<file path="src/design/uecr_map.svh">
`ifndef UECR_MAP_SVH
`define UECR_MAP_SVH

// register offsets (byte addresses)
`define UECR_OFS_PAGE2 8'h00
`define UECR_OFS_PAGE3 8'h04
`define UECR_OFS_CFG 8'h08
`define UECR_OFS_STS 8'h0C
`define UECR_OFS_MASK 8'h10
`define UECR_OFS_EP0 8'h40
`define UECR_EP_DEC_MASK 8'hC3
`define UECR_EP_COUNT 16

// configuration fields
`define UECR_CFG_EYE 7
`define UECR_CFG_OEMON 6
`define UECR_CFG_IDLE 4
`define UECR_CFG_ASUSP 0
`define UECR_CFG_WMASK 8'hD1

// endpoint control fields
`define UECR_EP_LOWSPEED_DIRECT_EN 7
`define UECR_EP_RETRY 6
`define UECR_EP_CONDIS 4
`define UECR_EP_RXEN 3
`define UECR_EP_TXEN 2
`define UECR_EP_STALL 1
`define UECR_EP_HSHK 0
`define UECR_EP_WMASK 8'hDF

// reset values and alignment
`define UECR_RESET_BYTE 8'h00
`define UECR_RESET_VEC 16'h0000
`define UECR_BASE_LOW_ZERO 16'h0000

`endif

</file>
<file path="src/design/uecr_pkg.sv">
package uecr_pkg;
  typedef logic [7:0] uecr_byte_t;
  typedef logic [7:0] uecr_addr_t;
  typedef logic [31:0] uecr_word_t;
  typedef logic [15:0] uecr_ep_vec_t;
endpackage

</file>
<file path="src/design/uecr_regs.sv">
`include "uecr_map.svh"

module uecr_regs (
  // clock and reset
  input wire logic mclk,
  input wire logic reset_n,
  // register port
  input wire uecr_pkg::uecr_addr_t reg_addr,
  input wire uecr_pkg::uecr_word_t reg_wdata,
  input wire logic reg_wr,
  input wire logic reg_rd,
  output uecr_pkg::uecr_word_t reg_rdata,
  // chip power state and role
  input wire logic chip_idle,
  input wire logic chip_sleep,
  input wire logic host_mode,
  // usb engine
  input wire logic drive_active,
  input wire uecr_pkg::uecr_ep_vec_t stall_event,
  // configuration outputs
  output uecr_pkg::uecr_word_t table_base,
  output logic eye_pattern_test_en,
  output logic oe_monitor,
  output logic usb_halt,
  output logic usb_auto_suspend,
  // endpoint outputs
  output uecr_pkg::uecr_ep_vec_t ep_receive_en,
  output uecr_pkg::uecr_ep_vec_t ep_transmit_en,
  output uecr_pkg::uecr_ep_vec_t ep_setup_accept,
  output uecr_pkg::uecr_ep_vec_t ep_handshake_en,
  output logic lowspeed_direct_en,
  output logic nak_retry_en,
  // interrupt
  output logic irq
);
  import uecr_pkg::*;

  uecr_byte_t table_base_high_byte;
  uecr_byte_t table_base_top_byte;
  uecr_byte_t cfg;
  uecr_ep_vec_t sts;
  uecr_ep_vec_t mask;
  uecr_word_t read_value;
  logic wr_page2;
  logic wr_page3;
  logic wr_cfg;
  logic wr_sts;
  logic wr_mask;
  logic ep_hit;
  uecr_ep_vec_t next_sts;
  wire [7:0] ep_view [`UECR_EP_COUNT];
  wire [15:0] wr_ep;
  wire [15:0] next_rx;
  wire [15:0] next_tx;
  wire [15:0] next_setup;
  wire [15:0] next_hshk;

  assign wr_page2 = reg_wr && (reg_addr == `UECR_OFS_PAGE2);
  assign wr_page3 = reg_wr && (reg_addr == `UECR_OFS_PAGE3);
  assign wr_cfg = reg_wr && (reg_addr == `UECR_OFS_CFG);
  assign wr_sts = reg_wr && (reg_addr == `UECR_OFS_STS);
  assign wr_mask = reg_wr && (reg_addr == `UECR_OFS_MASK);
  assign ep_hit = (reg_addr & `UECR_EP_DEC_MASK) == `UECR_OFS_EP0;

  // upper 24 bits of page, config and endpoint writes are simply dropped
  always_ff @(posedge mclk or negedge reset_n) begin
    if (!reset_n) begin
      table_base_high_byte <= `UECR_RESET_BYTE;
    end else if (wr_page2) begin
      table_base_high_byte <= reg_wdata[7:0];
    end
  end

  always_ff @(posedge mclk or negedge reset_n) begin
    if (!reset_n) begin
      table_base_top_byte <= `UECR_RESET_BYTE;
    end else if (wr_page3) begin
      table_base_top_byte <= reg_wdata[7:0];
    end
  end

  always_ff @(posedge mclk or negedge reset_n) begin
    if (!reset_n) begin
      cfg <= `UECR_RESET_BYTE;
    end else if (wr_cfg) begin
      cfg <= reg_wdata[7:0] & `UECR_CFG_WMASK;
    end
  end

  genvar gi;
  generate
    for (gi = 0; gi < `UECR_EP_COUNT; gi++) begin : g_ep
      uecr_byte_t ctl;
      assign wr_ep[gi] = reg_wr && ep_hit && (reg_addr[5:2] == 4'(gi));
      // a stall in the same cycle as a write still sticks
      always_ff @(posedge mclk or negedge reset_n) begin
        if (!reset_n) begin
          ctl <= `UECR_RESET_BYTE;
        end else begin
          if (wr_ep[gi]) begin
            ctl <= reg_wdata[7:0] & `UECR_EP_WMASK;
          end
          if (stall_event[gi]) begin
            ctl[`UECR_EP_STALL] <= 1'b1;
          end
        end
      end
      assign ep_view[gi] = ctl;
      assign next_rx[gi] = ctl[`UECR_EP_RXEN];
      assign next_tx[gi] = ctl[`UECR_EP_TXEN];
      // condis only matters when both directions are on
      assign next_setup[gi] = ctl[`UECR_EP_RXEN] && ctl[`UECR_EP_TXEN]
        && !ctl[`UECR_EP_CONDIS];
      assign next_hshk[gi] = ctl[`UECR_EP_HSHK];
    end
  endgenerate

  // set wins over the write-one clear
  assign next_sts = (sts & ~(wr_sts ? reg_wdata[15:0] : `UECR_RESET_VEC))
    | stall_event;

  always_ff @(posedge mclk or negedge reset_n) begin
    if (!reset_n) begin
      sts <= `UECR_RESET_VEC;
    end else begin
      sts <= next_sts;
    end
  end

  always_ff @(posedge mclk or negedge reset_n) begin
    if (!reset_n) begin
      mask <= `UECR_RESET_VEC;
    end else if (wr_mask) begin
      mask <= reg_wdata[15:0];
    end
  end

  always_comb begin
    read_value = '0; // unmapped addresses read zero
    if (reg_addr == `UECR_OFS_PAGE2) begin
      read_value[7:0] = table_base_high_byte;
    end else if (reg_addr == `UECR_OFS_PAGE3) begin
      read_value[7:0] = table_base_top_byte;
    end else if (reg_addr == `UECR_OFS_CFG) begin
      read_value[7:0] = cfg;
    end else if (reg_addr == `UECR_OFS_STS) begin
      read_value[15:0] = sts;
    end else if (reg_addr == `UECR_OFS_MASK) begin
      read_value[15:0] = mask;
    end else if (ep_hit) begin
      read_value[7:0] = ep_view[reg_addr[5:2]];
    end
  end

  // data stands for exactly the cycle after the strobe
  always_ff @(posedge mclk or negedge reset_n) begin
    if (!reset_n) begin
      reg_rdata <= '0;
    end else if (reg_rd) begin
      reg_rdata <= read_value;
    end else begin
      reg_rdata <= '0;
    end
  end

  // bits 15:9 belong to page one, outside this slice, and stay zero
  always_ff @(posedge mclk or negedge reset_n) begin
    if (!reset_n) begin
      table_base <= '0;
    end else begin
      table_base <= {table_base_top_byte, table_base_high_byte,
        `UECR_BASE_LOW_ZERO};
    end
  end

  always_ff @(posedge mclk or negedge reset_n) begin
    if (!reset_n) begin
      eye_pattern_test_en <= 1'b0;
      oe_monitor <= 1'b0;
      usb_halt <= 1'b0;
      usb_auto_suspend <= 1'b0;
    end else begin
      eye_pattern_test_en <= cfg[`UECR_CFG_EYE];
      oe_monitor <= cfg[`UECR_CFG_OEMON] && drive_active;
      usb_halt <= cfg[`UECR_CFG_IDLE] && chip_idle;
      // without auto suspend, software must suspend through power control
      usb_auto_suspend <= cfg[`UECR_CFG_ASUSP] && chip_sleep;
    end
  end

  always_ff @(posedge mclk or negedge reset_n) begin
    if (!reset_n) begin
      ep_receive_en <= `UECR_RESET_VEC;
      ep_transmit_en <= `UECR_RESET_VEC;
      ep_setup_accept <= `UECR_RESET_VEC;
      ep_handshake_en <= `UECR_RESET_VEC;
    end else begin
      ep_receive_en <= next_rx;
      ep_transmit_en <= next_tx;
      ep_setup_accept <= next_setup;
      ep_handshake_en <= next_hshk;
    end
  end

  // host bits of endpoints 1..15 are stored but never used
  always_ff @(posedge mclk or negedge reset_n) begin
    if (!reset_n) begin
      lowspeed_direct_en <= 1'b0;
      nak_retry_en <= 1'b0;
    end else begin
      lowspeed_direct_en <= host_mode && ep_view[0][`UECR_EP_LOWSPEED_DIRECT_EN];
      nak_retry_en <= host_mode && !ep_view[0][`UECR_EP_RETRY];
    end
  end

  // registered, so the line follows status by one cycle
  always_ff @(posedge mclk or negedge reset_n) begin
    if (!reset_n) begin
      irq <= 1'b0;
    end else begin
      irq <= |(sts & mask);
    end
  end
endmodule // uecr_regs

</file>
<file path="config.mk">
export PLATFORM = sky130hd
export DESIGN_NAME = uecr_regs
export DESIGN_NICKNAME = d
export VERILOG_FILES = /design/src/design/uecr_pkg.sv /design/src/design/uecr_regs.sv
export VERILOG_INCLUDE_DIRS = /design/src /design/src/design
export SDC_FILE = /design/constraint.sdc
export NUM_CORES = 1
export LEC_CHECK = 0
export CORE_MARGIN = 1
export CORE_UTILIZATION = 60
export CTS_CLUSTER_SIZE = 10
export DETAILED_ROUTE_END_ITERATION = 8
export DONT_BUFFER_PORTS = 1
export MAX_ROUTING_LAYER = met4
export PLACE_DENSITY = 0.76
export SYNTH_ARGS = -nofsm -noshare
export SYNTH_HDL_FRONTEND = slang
export SYNTH_SLANG_ARGS = --single-unit
</file>
<file path="constraint.sdc">
create_clock -name mclk -period 3.85 [get_ports mclk]
set_clock_uncertainty 0.15 [all_clocks]
set_input_delay 0.1925 -clock mclk [delete_from_list [all_inputs] [get_ports mclk]]
set_output_delay 0.1925 -clock mclk [all_outputs]
set_load 0.05 [all_outputs]
</file>
==> implementation parameters <==
Parameter                              Value

Power
  Part of the total power dissipated in sequential elements ... 53.4%
  Part of the total power dissipated in the clock network ... 40.8%
  Power Total ... 0.00586 W
  Internal cell power ... 0.00444 W
  Leak pwr ... 5.83 nW
  Peak supply drop ... 0.434 mV
  Power density over the cells ... 474 mW/mm^2
  Power share of the combinational group ... 5.8%
  Share of total power consumed by net switching ... 24.2%
  Total net switching power ... 0.00142 W

Floorplanning
  Full die area ... 0.0188 mm^2
  # IOs ... 199
  Starting Density ... 62.3%
  Placeable core area ... 0.0175 mm^2
  FP Rows ... 48
  Die extent in x ... 137 um
  Die height ... 137 um

STA
  Unrepaired setup endpoints after global routing ... no
  Worst-case headroom to the max-slew limit ... 32.4%
  Max Slew Vio Count ... 0
  Shortest period the worst path allows ... 2980 ps
  Final hold violation count ... 267
  Final sum of negative setup slack ... 0 ps
  Hold WS ... -814 ps
  Peak Freq ... 336 MHz
  Final setup violation count ... 0
  Share of the clock period used by the worst path ... 77.3%
  Slew of the pin with the lowest slew margin ... 1010 ps

Setup path
  Library cell contributing the largest single delay on the critical path ... sky130_fd_sc_hd__dlygate4sd3_1
  Startpoint of the worst-slack reg-to-reg timing path ... g_ep[11].ctl[3]
  Type of destination of the critical path ... register
  Critical path data required time ... 4120 ps
  Highest fanout seen on the critical path ... 16
  Worst-case register-to-register setup slack ... 1490 ps
  Largest incremental delay on the critical path ... 1070 ps
  Stages on worst setup path ... 6
  Capture point of the worst reg-to-reg path ... reg_rdata[3]
  Critical-path cell list ... dlygate4sd3_1 -> nand2_1 -> nor4_4 -> nand2_1 -> a21o_1 -> dlygate4sd3_1
  Worst EP arrival ... 3240 ps
  Sort of element at the start of the critical path ... input pin
  Start-to-end type of the worst setup path ... in2reg
  CP bufs+invs ... 2
  Largest delay share family, worst path ... buffers and inverters
  R2r worst-path depth ... 4

Layout
  Layout Cells excl Fill ... 1040
  Ratio of cells with drive above 1 in the final layout ... 27.9%
  Leading cell type in the layout, fill and taps excluded ... sky130_fd_sc_hd__dfrtp_1
  ANT cells ... 0
  Area of the multi-input gates ... 0.00391 mm^2
  Commonest non-fill, non-tap cells in the layout ... sky130_fd_sc_hd__dfrtp_1, sky130_fd_sc_hd__mux2_2, sky130_fd_sc_hd__dlygate4sd3_1, sky130_fd_sc_hd__nand2_1, sky130_fd_sc_hd__nor2_1
  Final-stage net count ... 878
  Combined flip-flop and latch cell area ... 0.00668 mm^2
  Post-synthesis to final-layout area growth ... 13.0%
  Fill cell total of the finished layout ... 1137
  Post-route standard cell area excluding fillers ... 0.0124 mm^2

Global route
  GR peak layer ... met2
  Via count of the first global-routing pass ... 6992
  Met2 capacity usage during global routing ... 48.8%
  Antenna violations before repair ... 0
  Met3 demand-to-capacity share in global routing ... 6.93%
  Global-route wire length before repair ... 41200 um
  Total congestion overflow after global routing ... 0
  Largest net degree at the start of global routing ... 268
  Met1 track utilization from global routing ... 41.0%
  Combined global-route utilization of all metal layers ... 31.1%

Clocking
  Clock latency on the worst-skew pair ... 560 ps
  TritonCTS Sinks ... 267
  CTS max path bufs ... 3
  Clock tree from TritonCTS ... built
  Hold-fix buffers at CTS ... 65
  Number of levels the H-tree was split into ... 1
  Inserted Clock Buffers ... 30
  Cell chosen for the clock root ... sky130_fd_sc_hd__clkbuf_16
  Clock transition at the registers of the reported paths ... 50 ps

Synthesis
  Proportion of synthesized chip area in sequential cells ... 61.1%
  Share of synthesized flip-flops with an asynchronous set or reset ... 100%
  Post-synthesis cell type count ... 47
  Top_reg_cell synth ... sky130_fd_sc_hd__dfrtp_1
  Number of enable flip-flop cells after synthesis ... 0
  Yosys reg bits ... 267
  Ys Warns ... 0
  Area of the mapped netlist ... 0.0109 mm^2
  Cells after Synth ... 757
  Mapped Avg Cell Area ... 14.4 um^2

Placement
  Detailed placement HPWL ... 16400 um
  Placed cell areas ... 0.0109 mm^2
  DP Cell Count ... 942
  GPL Wtd Cong ... 0.886
  Count of port buffers added during placement ... 0

Route
  Aggregate routed wire length ... 27000 um
  Remaining antenna violation count ... 0
  Detailed router's first-iteration violation count ... 464
  Drt pass-1 iters ... 5
  Drt wl/cell ... 26.0 um
  Number of vias per cell after detailed routing ... 6.37
  Routed vias ... 6621
  DRC violation count after routing ... 0

Run status
  Violated checks ... hold timing
  Outcome ... finished with violations

Flow run
  Total of max-cap violations ... 0

Worst hold path
  Type of the most critical hold path ... in2async
==> worst max-delay path by stage <==
stage                              end         from  slack, ps
6_report                       sts[10]       reg_wr        870
5_1_grt                        sts[10]       reg_wr        730
4_1_cts                         sts[9]       reg_wr        970
3_5_place_dp   table_base_high_byte[6]  reg_addr[1]       1420
3_3_place_gp   table_base_high_byte[6]  reg_addr[1]       1430
2_1_floorplan             reg_rdata[6]  reg_addr[3]       1950
==> registers in the layout (all words and copies together) (netlist names), 4 cells and up <==
register	count
g_ep.ctl	112
ep_receive_en	16
mask	16
table_base_top_byte	8
reg_rdata	16
table_base_high_byte	8
sts	16
table_base	16
ep_setup_accept	16
ep_handshake_en	16
cfg	4
ep_transmit_en	16
==> layout make-up <==
class,count,area share [%]
Tap cell,225,2.28
Clock buffer,32,6.22
Clock inverter,1,0.132
Sequential cell,267,54.1
Inverter,5,0.152
Multi-Input combinational cell,442,31.7
Timing Repair Buffer,68,5.45
==> synth_stat cells, types with 3 or more instances <==
library cell	instances	area, um^2
sky130_fd_sc_hd__a22oi_1	17	128
sky130_fd_sc_hd__a2111oi_0	4	35.0
sky130_fd_sc_hd__and3_1	8	50.1
sky130_fd_sc_hd__mux4_2	25	563
sky130_fd_sc_hd__mux2i_1	10	100
sky130_fd_sc_hd__a221oi_1	4	35.0
sky130_fd_sc_hd__a21o_1	16	120
sky130_fd_sc_hd__nand2_1	43	161
sky130_fd_sc_hd__buf_1	4	15.0
sky130_fd_sc_hd__a2bb2oi_1	4	35.0
sky130_fd_sc_hd__a31oi_1	4	25.0
sky130_fd_sc_hd__o21ai_0	7	35.0
sky130_fd_sc_hd__nor2_1	41	154
sky130_fd_sc_hd__a2111oi_1	3	30.0
sky130_fd_sc_hd__and2_1	8	50.1
sky130_fd_sc_hd__buf_2	14	70.1
sky130_fd_sc_hd__dfrtp_1	267	6680
sky130_fd_sc_hd__buf_4	35	263
sky130_fd_sc_hd__inv_1	4	15.0
sky130_fd_sc_hd__mux2_2	146	1640
sky130_fd_sc_hd__a211oi_1	3	22.5
sky130_fd_sc_hd__a211o_1	16	140
sky130_fd_sc_hd__clkbuf_1	19	71.3
sky130_fd_sc_hd__a22o_1	4	35.0
sky130_fd_sc_hd__nor2b_1	7	43.8
sky130_fd_sc_hd__nand4_2	11	138
sky130_fd_sc_hd__a21oi_1	3	15.0
sky130_fd_sc_hd__nand4_1	6	37.5
==> power by group through the flow <==
stage	sequential, W	combinational (W)	clock, W
final	0.00313	0.000337	0.00239
after global routing	0.00314	0.000356	0.00253
after CTS	0.00313	0.000333	0.00242
after detailed placement	0.00318	0.000252	0
after global placement	0.00317	0.000245	0
after floorplan	0.00315	0.000282	0
==> metal layers <==
metal / vias up / part of all wire (%)
li1: 2779 / -
met1: 3494 / 41
met2: 296 / 49
met3: 52 / 7.7
met4: 0 / 2.4
met5: - / 0
==> through the flow <==
step,util (%),setup WS (ps)
3_5_place_dp,62.2,1420
4_1_cts,70.4,969
6_report,70.4,874
3_3_place_gp,62.2,1430
5_1_grt,70.4,735
2_1_floorplan,-,1950
==> cell families (layout without fill, tap and decap cells) <==
family	Yosys count	in the layout	synth area share [%]
multiplexers	182	182	21.2
AO/OA/AOI/OAI	87	87	6.13
buffers and inverters	79	106	4.21
other	1	32	0.0343
AND/OR/NAND/NOR	141	141	7.27
flip-flops	267	267	61.1
==> what timing repair did <==
action                                 4_1_cts  5_1_grt
setup buffers                                0        0
endpoints found under the hold margin      452      267
resized for setup                            0        0
Power figures use the tool's default switching activity.
